`src/exec_pkg.sv`:
```
package exec_pkg;
    // ------------------------------------------------------------
    // sizes and timing
    // ------------------------------------------------------------
    localparam int PC_W_DEF = 12;
    localparam int STACK_DEPTH_DEF = 8;
    localparam int WDT_W_DEF = 8;
    localparam int PRESCALE_W_DEF = 4;
    localparam int INSTR_CYCLE_CLKS = 3;
    localparam logic [1:0] DUMMY_LAST = 2'(INSTR_CYCLE_CLKS - 1);
    // ------------------------------------------------------------
    // instruction word fields
    // ------------------------------------------------------------
    localparam int CLASS_LSB = 12;
    localparam int SUB_LSB = 8;
    localparam int BIT_LSB = 8;
    localparam int M_LSB = 0;
    localparam logic [3:0] CLS_REG = 4'h0;
    localparam logic [3:0] CLS_BITCLR = 4'h1;
    localparam logic [3:0] CLS_CALL = 4'h2;
    localparam logic [3:0] CLS_JMP = 4'h3;
    localparam logic [3:0] SUB_NOP = 4'h0;
    localparam logic [3:0] SUB_ZERO_FILL = 4'h1;
    localparam logic [3:0] SUB_INVERT = 4'h2;
    localparam logic [3:0] SUB_INVERT_W = 4'h3;
    localparam logic [3:0] SUB_BCD_ADJUST = 4'h4;
    localparam logic [3:0] SUB_SUB_ONE = 4'h5;
    localparam logic [3:0] SUB_SUB_ONE_W = 4'h6;
    localparam logic [3:0] SUB_ADD_ONE = 4'h7;
    localparam logic [3:0] SUB_ADD_ONE_W = 4'h8;
    localparam logic [3:0] SUB_COPY_M_W = 4'h9;
    localparam logic [3:0] SUB_COPY_IMM = 4'ha;
    localparam logic [3:0] SUB_COPY_W_M = 4'hb;
    localparam logic [3:0] SUB_WDT_CLEAR = 4'hc;
    localparam logic [3:0] SUB_POWER_DOWN = 4'hd;
    // ------------------------------------------------------------
    // data values and reset values
    // ------------------------------------------------------------
    localparam logic [7:0] ZERO_FILL_VALUE = 8'h00;
    localparam logic [7:0] BIT_ONE = 8'h01;
    localparam logic [3:0] BCD_NIB_LIMIT = 4'h9;
    localparam logic [3:0] BCD_NIB_FIX = 4'h6;
    localparam logic [3:0] BCD_NIB_NONE = 4'h0;
    localparam logic [7:0] WREG_RST = 8'h00;
    // ------------------------------------------------------------
    // sequencer states
    // ------------------------------------------------------------
    typedef enum logic [4:0] {
        ST_FETCH = 5'b00001,
        ST_READ = 5'b00010,
        ST_EXEC = 5'b00100,
        ST_DUMMY = 5'b01000,
        ST_SLEEP = 5'b10000
    } exec_state_t;
endpackage

```
`src/stack_if.sv`:
```
`timescale 1ns/1ps
interface stack_if #(parameter int W = 12);
    logic push;
    logic [W-1:0] wdata;
    logic [W-1:0] top;
    modport core (output push, output wdata, input top);
    modport mem (input push, input wdata, output top);
endinterface

```
`src/call_stack.sv`:
```
`timescale 1ns/1ps
module call_stack
    import exec_pkg::*;
#(
    parameter int W = PC_W_DEF,
    parameter int DEPTH = STACK_DEPTH_DEF
) (
    // clock and reset
    input wire logic sys_clk_i,
    input wire logic resetn_i,
    // core side
    stack_if.mem bus
);
    localparam int PTR_W = (DEPTH > 1) ? $clog2(DEPTH) : 1;
    typedef struct packed {
        logic [DEPTH-1:0][W-1:0] mem;
        logic [PTR_W-1:0] ptr;
        logic [W-1:0] top;
    } stack_state_t;
    stack_state_t stack_reg;
    stack_state_t stack_next;

    // overflow wraps and overwrites the oldest entry, as a fixed-depth stack does
    always_comb begin
        stack_next = stack_reg;
        if (bus.push) begin
            stack_next.mem[stack_reg.ptr] = bus.wdata;
            stack_next.ptr = (stack_reg.ptr == PTR_W'(DEPTH - 1)) ? '0 : stack_reg.ptr + 1'b1;
            stack_next.top = bus.wdata;
        end
    end

    always_ff @(posedge sys_clk_i or negedge resetn_i) begin
        if (!resetn_i) begin
            stack_reg <= '0;
        end else begin
            stack_reg <= stack_next;
        end
    end

    assign bus.top = stack_reg.top;
endmodule // call_stack

```
`src/instr_exec_core.sv`:
```
`timescale 1ns/1ps
module instr_exec_core
    import exec_pkg::*;
#(
    parameter int PC_W = PC_W_DEF,
    parameter int STACK_DEPTH = STACK_DEPTH_DEF,
    parameter int WDT_W = WDT_W_DEF,
    parameter int PRESCALE_W = PRESCALE_W_DEF
) (
    // clock and reset
    input wire logic sys_clk_i,
    input wire logic resetn_i,
    // program memory
    output logic [PC_W-1:0] prog_addr_o,
    input wire logic [15:0] instr_i,
    // data memory
    output logic [7:0] dm_addr_o,
    output logic dm_re_o,
    input wire logic [7:0] dm_rdata_i,
    output logic dm_we_o,
    output logic [7:0] dm_wdata_o,
    // flag load from the rest of the core
    input wire logic status_load_i,
    input wire logic zero_in_i,
    input wire logic carry_in_i,
    input wire logic half_outflow_in_i,
    // wake pin
    input wire logic wake_i,
    // core state
    output logic [7:0] working_register_o,
    output logic zero_flag_o,
    output logic carry_flag_o,
    output logic half_outflow_flag_o,
    output logic watchdog_expired_flag_o,
    output logic sleep_entered_flag_o,
    output logic [WDT_W-1:0] watchdog_counter_o,
    output logic clock_run_o,
    output logic retire_o,
    output logic [PC_W-1:0] stack_top_o
);
    typedef struct packed {
        exec_state_t st;
        logic [1:0] phase;
        logic [PC_W-1:0] pc;
        logic [15:0] instr;
        logic [7:0] wreg;
        logic zf;
        logic cf;
        logic acf;
        logic tof;
        logic sleep_entered_flag;
        logic [WDT_W-1:0] wdt;
        logic [PRESCALE_W-1:0] pre;
        logic [7:0] dm_addr;
        logic [7:0] dm_wdata;
        logic dm_re;
        logic dm_we;
        logic run;
        logic retire;
        logic [2:0] wake_sync;
        logic push;
        logic [PC_W-1:0] push_data;
    } core_state_t;

    core_state_t r;
    core_state_t n;

    // ------------------------------------------------------------
    // decode of the latched word, and of the incoming word for the read strobe
    // ------------------------------------------------------------
    logic [3:0] cls;
    logic [3:0] sub;
    logic [2:0] bitpos;
    logic [PC_W-1:0] jump_addr;
    logic [PC_W-1:0] pc_plus1;
    logic in_read;
    logic op_call, op_jmp, op_bitclr, op_clr, op_cpl, op_invert_to_working_op, op_daa;
    logic op_dec, op_subtract_one_to_working_op, op_inc, op_add_one_to_working_op, op_movam, op_movax, op_movma;
    logic op_clrwdt, op_halt, two_cycle;
    assign cls = r.instr[CLASS_LSB +: 4];
    assign sub = r.instr[SUB_LSB +: 4];
    assign bitpos = r.instr[BIT_LSB +: 3];
    assign jump_addr = r.instr[PC_W-1:0];
    assign pc_plus1 = PC_W'(r.pc + 1'b1);
    assign in_read = (r.st == ST_READ);
    assign op_call = (cls == CLS_CALL);
    assign op_jmp = (cls == CLS_JMP);
    assign op_bitclr = (cls == CLS_BITCLR);
    assign op_clr = (cls == CLS_REG) && (sub == SUB_ZERO_FILL);
    assign op_cpl = (cls == CLS_REG) && (sub == SUB_INVERT);
    assign op_invert_to_working_op = (cls == CLS_REG) && (sub == SUB_INVERT_W);
    assign op_daa = (cls == CLS_REG) && (sub == SUB_BCD_ADJUST);
    assign op_dec = (cls == CLS_REG) && (sub == SUB_SUB_ONE);
    assign op_subtract_one_to_working_op = (cls == CLS_REG) && (sub == SUB_SUB_ONE_W);
    assign op_inc = (cls == CLS_REG) && (sub == SUB_ADD_ONE);
    assign op_add_one_to_working_op = (cls == CLS_REG) && (sub == SUB_ADD_ONE_W);
    assign op_movam = (cls == CLS_REG) && (sub == SUB_COPY_M_W);
    assign op_movax = (cls == CLS_REG) && (sub == SUB_COPY_IMM);
    assign op_movma = (cls == CLS_REG) && (sub == SUB_COPY_W_M);
    assign op_clrwdt = (cls == CLS_REG) && (sub == SUB_WDT_CLEAR);
    assign op_halt = (cls == CLS_REG) && (sub == SUB_POWER_DOWN);
    assign two_cycle = op_call || op_jmp;

    // only ops that consume the location strobe a read
    logic fetch_reads;
    logic [3:0] fcls;
    logic [3:0] fsub;
    assign fcls = instr_i[CLASS_LSB +: 4];
    assign fsub = instr_i[SUB_LSB +: 4];
    assign fetch_reads = (fcls == CLS_BITCLR) || ((fcls == CLS_REG) &&
        (fsub inside {SUB_INVERT, SUB_INVERT_W, SUB_SUB_ONE, SUB_SUB_ONE_W,
                      SUB_ADD_ONE, SUB_ADD_ONE_W, SUB_COPY_M_W}));

    // ------------------------------------------------------------
    // datapath
    // ------------------------------------------------------------
    logic [7:0] bit_mask;
    logic [7:0] inv_val;
    logic [7:0] dec_val;
    logic [7:0] inc_val;
    logic lo_adj;
    logic hi_adj;
    logic [7:0] corr;
    logic [8:0] daa_sum;
    assign bit_mask = ~(BIT_ONE << bitpos);
    assign inv_val = ~dm_rdata_i;
    assign dec_val = dm_rdata_i - BIT_ONE;
    assign inc_val = dm_rdata_i + BIT_ONE;
    assign lo_adj = (r.wreg[3:0] > BCD_NIB_LIMIT) || r.acf;
    assign hi_adj = (r.wreg[7:4] > BCD_NIB_LIMIT) || r.cf;
    assign corr = {hi_adj ? BCD_NIB_FIX : BCD_NIB_NONE, lo_adj ? BCD_NIB_FIX : BCD_NIB_NONE};
    assign daa_sum = {1'b0, r.wreg} + {1'b0, corr};

    // watchdog runs only while the clock runs
    logic wdt_tick;
    logic wdt_expire;
    assign wdt_tick = (r.st != ST_SLEEP) && (&r.pre);
    assign wdt_expire = wdt_tick && (&r.wdt);

    // ------------------------------------------------------------
    // sequencer
    // ------------------------------------------------------------
    always_comb begin
        n = r;
        n.push = 1'b0;
        n.dm_re = 1'b0;
        n.dm_we = 1'b0;
        n.retire = 1'b0;
        n.wake_sync = {r.wake_sync[1:0], wake_i};
        if (r.st != ST_SLEEP) begin
            n.pre = r.pre + 1'b1;
        end
        if (wdt_tick) begin
            n.wdt = r.wdt + 1'b1;
        end
        if (status_load_i) begin
            n.zf = zero_in_i;
            n.cf = carry_in_i;
            n.acf = half_outflow_in_i;
        end
        case (r.st)
            ST_FETCH: begin
                n.instr = instr_i;
                n.dm_addr = instr_i[M_LSB +: 8];
                n.dm_re = fetch_reads;
                n.st = ST_READ;
            end
            ST_READ: begin
                n.st = ST_EXEC;
                n.retire = !two_cycle;
                n.pc = pc_plus1;
                if (op_call) begin
                    n.push = 1'b1;
                    n.push_data = pc_plus1;
                    n.pc = jump_addr;
                end else if (op_jmp) begin
                    n.pc = jump_addr;
                end else if (op_bitclr) begin
                    n.dm_we = 1'b1;
                    n.dm_wdata = dm_rdata_i & bit_mask;
                end else if (op_clr) begin
                    n.dm_we = 1'b1;
                    n.dm_wdata = ZERO_FILL_VALUE;
                end else if (op_cpl || op_invert_to_working_op) begin
                    n.dm_we = op_cpl;
                    n.dm_wdata = inv_val;
                    if (op_invert_to_working_op) begin
                        n.wreg = inv_val;
                    end
                    n.zf = (inv_val == ZERO_FILL_VALUE);
                end else if (op_daa) begin
                    n.dm_we = 1'b1;
                    n.dm_wdata = daa_sum[7:0];
                    n.cf = r.cf | daa_sum[8];
                end else if (op_dec || op_subtract_one_to_working_op) begin
                    n.dm_we = op_dec;
                    n.dm_wdata = dec_val;
                    if (op_subtract_one_to_working_op) begin
                        n.wreg = dec_val;
                    end
                    n.zf = (dec_val == ZERO_FILL_VALUE);
                end else if (op_inc || op_add_one_to_working_op) begin
                    n.dm_we = op_inc;
                    n.dm_wdata = inc_val;
                    if (op_add_one_to_working_op) begin
                        n.wreg = inc_val;
                    end
                    n.zf = (inc_val == ZERO_FILL_VALUE);
                end else if (op_movam) begin
                    n.wreg = dm_rdata_i;
                end else if (op_movax) begin
                    n.wreg = r.instr[M_LSB +: 8];
                end else if (op_movma) begin
                    n.dm_we = 1'b1;
                    n.dm_wdata = r.wreg;
                end else if (op_clrwdt) begin
                    n.wdt = '0;
                    n.pre = '0;
                    n.tof = 1'b0;
                    n.sleep_entered_flag = 1'b0;
                end else if (op_halt) begin
                    n.wdt = '0;
                    n.pre = '0;
                    n.tof = 1'b0;
                    n.sleep_entered_flag = 1'b1;
                end
            end
            ST_EXEC: begin
                n.phase = '0;
                if (two_cycle) begin
                    n.st = ST_DUMMY;
                end else if (op_halt) begin
                    n.st = ST_SLEEP;
                    n.run = 1'b0;
                end else begin
                    n.st = ST_FETCH;
                end
            end
            ST_DUMMY: begin
                n.phase = r.phase + 1'b1;
                n.retire = (r.phase == DUMMY_LAST - 2'd1);
                if (r.phase == DUMMY_LAST) begin
                    n.st = ST_FETCH;
                end
            end
            ST_SLEEP: begin
                // wake only once the two late sync stages are both high
                if (r.wake_sync[1] && r.wake_sync[2]) begin
                    n.st = ST_FETCH;
                    n.run = 1'b1;
                end
            end
            default: begin
                n.st = ST_FETCH;
            end
        endcase
        // an expiry in the same cycle as a clear still lands
        if (wdt_expire) begin
            n.tof = 1'b1;
        end
    end

    always_ff @(posedge sys_clk_i or negedge resetn_i) begin
        if (!resetn_i) begin
            r <= '0;
            r.st <= ST_FETCH;
            r.wreg <= WREG_RST;
            r.run <= 1'b1;
        end else begin
            r <= n;
        end
    end

    // ------------------------------------------------------------
    // stack and outputs
    // ------------------------------------------------------------
    stack_if #(.W(PC_W)) stk ();
    assign stk.push = r.push;
    assign stk.wdata = r.push_data;
    call_stack #(.W(PC_W), .DEPTH(STACK_DEPTH)) u_stack (
        .sys_clk_i(sys_clk_i),
        .resetn_i(resetn_i),
        .bus(stk.mem)
    );

    assign prog_addr_o = r.pc;
    assign dm_addr_o = r.dm_addr;
    assign dm_re_o = r.dm_re;
    assign dm_we_o = r.dm_we;
    assign dm_wdata_o = r.dm_wdata;
    assign working_register_o = r.wreg;
    assign zero_flag_o = r.zf;
    assign carry_flag_o = r.cf;
    assign half_outflow_flag_o = r.acf;
    assign watchdog_expired_flag_o = r.tof;
    assign sleep_entered_flag_o = r.sleep_entered_flag;
    assign watchdog_counter_o = r.wdt;
    assign clock_run_o = r.run;
    assign retire_o = r.retire;
    assign stack_top_o = stk.top;
endmodule // instr_exec_core

```
`config.mk`:
```
export PLATFORM = sky130hd
export DESIGN_NAME = instr_exec_core
export DESIGN_NICKNAME = d
export VERILOG_FILES = /design/src/exec_pkg.sv /design/src/stack_if.sv /design/src/call_stack.sv /design/src/instr_exec_core.sv
export SDC_FILE = /design/constraint.sdc
export NUM_CORES = 1
export LEC_CHECK = 0
export BUFFER_PORTS_ARGS = -buffer_cell sky130_fd_sc_hd__buf_2
export CAP_MARGIN = 5
export CORE_AREA = 2 2 152 154
export DETAILED_ROUTE_END_ITERATION = 16
export DIE_AREA = 0 0 154 156
export GPL_ROUTABILITY_DRIVEN = 0
export PLACE_DENSITY = 0.43
export SYNTH_ARGS = -nofsm -noshare
export SYNTH_HDL_FRONTEND = slang
export SYNTH_SLANG_ARGS = --single-unit
```
`constraint.sdc`:
```
create_clock -name sys_clk_i -period 2.7 [get_ports sys_clk_i]
set_input_delay 0.54 -clock sys_clk_i [delete_from_list [all_inputs] [get_ports sys_clk_i]]
set_output_delay 0.54 -clock sys_clk_i [all_outputs]
set_load 0.01 [all_outputs]
```
; Yosys cells after proc, flatten, opt, wreduce, memory -nomap -nowiden
; Index checks and enable logic that the tools add are counted.
; W data, S select, Z words.
[op_classes]
eq_ne = 53
muxes = 74
magnitude_cmp = 2
n_reduce_logical = 47
add_sub_neg = 7
bitwise = 15
shifts = 1
[ops]
columns = cell, count
row1 = $mux W14, 14
row2 = $mux W8, 16
row3 = $eq A4 B4 Y1 const B, 8
row4 = $eq A4 B3 Y1 const B, 7
row5 = $mux W9, 3
row6 = $mux W13, 2
row7 = $reduce_and A13 Y1, 2
row8 = $pmux W5 S5, 1
row9 = $eq A4 B2 Y1 const B, 6
row10 = $logic_not A8 Y1, 3
row11 = $mux W12, 2
row12 = $mux W1, 20
row13 = $mux W5, 4
row14 = $ne A2 B1 Y1 const B, 9
row15 = $logic_and A1 B1 Y1, 17
row16 = $add A8 B1 Y8 const B, 2
row17 = $ne A2 B2 Y1 const B, 8
row18 = $not A8 Y8, 2
row19 = $ne A7 B4 Y1 const B, 2
row20 = $reduce_bool A7 Y1, 2
row21 = $add A12 B1 Y12 const B, 1
row22 = $eq A4 B1 Y1 const B, 3
row23 = $not A1 Y1, 11
row24 = $mux W2, 5
row25 = other kinds (33), 49
[totals]
output_inout_bits = 65
elab_cells = 221
regBits = 108

; Logic depth before layout (Yosys ltp)
[depth]
ltp_word = 18
mapped_depth = 12

; By module
; From an unflattened synthesis, not the netlist that was laid out.
[unflattened]
hier_cells = 713
hier_area_um2 = 6284.8
[modules_own_cells]
columns = module, instances, cells_each, area_per_inst_um2, seq_area_each_um2
row1 = instr_exec_core, 1, 688, 5800.6, 2204.6
row2 = call_stack, 1, 25, 484.2, 300.3

; Worst setup path before layout
; No wires, ideal clock.
[synth_path]
path_type = input-to-reg
from = input port dm_rdata_i[1]
to = register r (netlist bit dm_wdata_o[4])
setup_ns = 0.082
stages = 9
path_slack_ns = 0.347
t_required_ns = 2.618
n_path_buf = 1
arrival_time_ns = 2.271
path_cell_list = clkbuf_1 inv_1 ha_1 or4b_2 a211oi_1 a2111oi_0 a21oi_2 o21ai_1 a31oi_1
[synth_between]
elab_chain_cells = 7
word_cells_on_any_way = 8
cone_classes = add/sub: 2 / mux: 6
[synth_rtl]
columns = element, line_no
row1 = from (decl), instr_exec_core.sv:19  ; input wire logic [7:0] dm_rdata_i,
row2 = $add A8 B1 Y8, instr_exec_core.sv:128  ; assign inc_val = dm_rdata_i + BIT_ONE;
row3 = $mux W8, instr_exec_core.sv:202  ; end else if (op_inc || op_add_one_to_working_op) begin
row4 = $mux W8 *, instr_exec_core.sv:195  ; end else if (op_dec || op_subtract_one_to_working_op) begin
row5 = $mux W8 *, instr_exec_core.sv:191  ; end else if (op_daa) begin
row6 = $mux W8 *, instr_exec_core.sv:184  ; end else if (op_cpl || op_invert_to_working_op) begin
row7 = $mux W8 *, instr_exec_core.sv:181  ; end else if (op_clr) begin
row8 = $mux W8 *, instr_exec_core.sv:178  ; end else if (op_bitclr) begin
row9 = to (signal assigned), instr_exec_core.sv:270  ; r <= n;
row10 = to (decl), instr_exec_core.sv:65  ; core_state_t r;
; Every way passes the cells marked *; elsewhere a longest branch is shown, timed or not.
; A chain may end at the register's enable or synchronous reset.

; Worst setup path after layout
[layout_path]
from = register r (netlist bit bitpos[1])
to = register r (netlist bit working_register_o[4])
[layout_between]
elab_chain_cells = 7
word_cells_on_any_way = 35
cone_classes = eq/ne: 14 / mux: 5 / bitwise: 1 / reduce/logical: 15
[layout_rtl]
columns = element, line_no
row1 = "$eq A4 B4 Y1, or another cell as far along", instr_exec_core.sv:97  ; assign op_movam = (cls == CLS_REG) && (sub == SUB_COPY_M_W);
row2 = "$logic_and A1 B1 Y1, on equally long branches", "instr_exec_core.sv:97, instr_exec_core.sv:95, instr_exec_core.sv:96"
row3 = $mux W8 / $logic_or A1 B1 Y1 (equally long branches), "instr_exec_core.sv:209, instr_exec_core.sv:202"
row4 = $mux W8, instr_exec_core.sv:202
row5 = $mux W9, instr_exec_core.sv:195
row6 = $mux W9, instr_exec_core.sv:191
row7 = $mux W9, instr_exec_core.sv:184
; Several ways; a longest one is shown, not always the timed one. The select of a mux whose other input is x is not followed.

==> results.toml <==
[run_status]
status = "complete, no violations"

[floorplanning]
die_y_um = 156
die_w_um = 154
die_area_mm2 = 0.0240
core-area_mm2 = 0.0224
io_pins = 96
start_util_pct = 27.8
rows = 55

[setup_path]
cp-startpoint = "bitpos[1]"
crit_path_top_delay_cell = "dfrtp_1"
crit_path_cell_trace = "nor4b_1, o21a_1, a2111oi_0, a21oi_2, a221oi_1, a21oi_1"
r2r_cells = 6
startpoint_type = "flop"
crit_path_end = "working_register_o[4]"
r2r_start = "bitpos[1]"
worst_ep_arrival_time_ns = 2.78
rrSetupSlack_ns = 0.16
cp.required_ns = 2.94
cp_max_fo = 20
r2r_end = "working_register_o[4]"
critical_path_class = "flop to flop"
cpPeakStageDelay_ns = 0.77
end_kind = "flop"

[logic_synthesis]
synth.area.mux_share_pct = 4.69
yosysWarnings = 0
synth_area_leaders = "dfrtp_1 39%, buf_4 5.4%, nand2_1 5.1%"
synth_compound_area_share_pct = 17.9
synth-edff-count = 0
synth_fa_ha_area_share_pct = 2.90
ys_types = 72
syn-num-nets = 755
synth-async-reset-ratio_pct = 100
synth_top_family_by_area = "simple AND/OR/NAND/NOR gates"
syn_area_per_cell_um2 = 8.74
ys_ff_latch = 100
synth_top_area_share_pct = 39.5
ys_dominant_reg_cell = "dfrtp_1"
synth_seq_area_share_pct = 40.3
synth-simple-area-share_pct = 20.2
syn_inst = 711
synthXorXnorAreaFrac_pct = 4.51
synth_top_cell_by_area = "dfrtp_1"
synth_area_mm2 = 0.00621

[timing]
setup-violations-final = 0
rsz0062_at_grt = "no"
finalSetupTns_ns = 0
fin_crit_ns = 2.54
holdWs_ns = 0.196
worst_slack_ns = 0.161
slew_headroom_pct = 53.7
finalHoldViolations = 0
worst_clock_skew_ns = 0.0119
period_share_pct = 94.1
fmax_ghz = 0.394
finalMaxSlewViolations = 0
worst_pin_slew_ns = 0.694

[global_routing]
grt_max_degree = 48
antenna_found_initial = 0
grt_usage_pct = 16.3
grt_first_pass_wirelength_um = 30300
grt_pass1_vias = 5238
globalRouteOverflowTotal = 0

[run]
drv_cap = 0

[cells_and_area]
nFillCells = 2366
nets = 804
antenna_cells = 0
drive_gt1_share_pct = 22.5
layout_common_cells = "97 x dfrtp_1, 94 x buf_2, 84 x nand2_1"
final_common_cell = "dfrtp_1"
area_growth_pct = 14.1
final_core_util_pct = 31.7

[placement]
hpwlAfterDp_um = 14500
dpl_worst_slack_ns = 0.154
portBuffers = 95

[routing]
initialDrtViolationCount = 423
remaining_drc_errors = 0
dr.pass1.iters = 5
totalWireLength_um = 19400
ant_nets = 0
vias = 5397
viasPerCell = 5.14
wl_per_cell_um = 18.5

[clock_network]
cts_sinks = 100
worstSkewPairLatency_ns = 0.36
tritoncts = "done"
hold_buffers = 0
cts-root-buf = "clkbuf_16"
cts_resized = 0
cts_max_level = 3
cts-buffers-inserted = 9
path_clk_slew_ns = 0.08
cts_setup_buffers = 0
cts.path.max_buffers = 2

[power]
p_per_area_mw_per_mm2 = 1130
power.leakage_nw = 3.12
ir_drop_mv = 0.412

[min_path]
hp-class = "input port to async pin"
registers in the layout (all words and copies together), names as in the netlist, 3 cells and up:
name,count
jump_addr,9
dm_wdata_o,8
watchdog_counter_o,8
cls,4
r,12
bitpos,3
u_stack.bus.top,12
stk.wdata,12
working_register_o,8
prog_addr_o,12
per-stage QoR:
step / instances / total power, W / instance area [um^2]
floorplan: 711 / 0.00549 / 6210
global placement: 1034 / 0.00667 / 6780
detailed placement: 1034 / 0.00672 / 6780
CTS: 1050 / 0.00811 / 7090
global route: 1050 / 0.00867 / 7090
finish: 1050 / 0.00802 / 7090
layer usage:
layer  global-route usage (%)  vias up  share of wire, %
met5                        0        -                 0
met4                     7.79        0               3.4
met3                     2.19       37               4.5
met2                     25.8      179                46
met1                     22.1     2599                46
li1                         -     2582                 -
layout make-up:
class                   count  area (um^2)  share of cell area (%)
multi-input cells         504         3120                    44.0
inverters                  22         82.6                    1.16
flip-flops and latches    100         2510                    35.4
clock inverters             7         83.8                    1.18
well taps                 285          357                    5.03
clock buffers               9          225                    3.18
repair buffers            123          713                    10.1
cells by family (layout without fill, tap and decap cells):
group                      after synthesis  count (layout)
DFF                                    100             100
and+or+nand+nor                        256             256
adders and majority gates               14              14
buffers and inverters                  107             161
xor gates and xnor gates                32              32
muxes                                   27              27
AOI/OAI and AO/OA                      175             175
worst min path at each step:
| stage | endpoint | cells past startpoint |
|---|---|---|
| 5_1_grt | zero_flag_o | 1 |
| 4_1_cts | carry_flag_o | 1 |
| 6_report | zero_flag_o | 1 |
| 3_3_place_gp | n[15] | 0 |
| 3_5_place_dp | n[15] | 0 |
| 2_1_floorplan | bitpos[0] | 0 |
cell usage after synthesis (all sizes together), types with 6 or more instances:
| cell type | n |
|---|---|
| dfrtp | 98 |
| nand2 | 84 |
| buf | 61 |
| nor2 | 60 |
| a21oi | 54 |
| o21ai | 38 |
| clkbuf | 24 |
| nand3 | 24 |
| inv | 21 |
| xnor2 | 20 |
| mux2 | 17 |
| nor3 | 16 |
| a31oi | 12 |
| ha | 12 |
| o22ai | 12 |
| xor2 | 12 |
| and3 | 11 |
| nand2b | 11 |
| mux2i | 10 |
| or3 | 9 |
| nand4 | 8 |
| a21o | 7 |
| and2 | 7 |
| nor4 | 6 |
critical path: cells and delay by family (launching register included):
kind	cells	cell delay [ns]
flops	1	0.77
simple gates	1	0.19
compound gates	5	1.45
report_power, final:
part           internal (W)  total, W  switching [W]
registers           0.00208   0.00284       0.000764
logic               0.00159   0.00383        0.00224
clock network      0.000672   0.00136       0.000687
total               0.00433   0.00802        0.00369
Power figures use the tool's default switching activity.
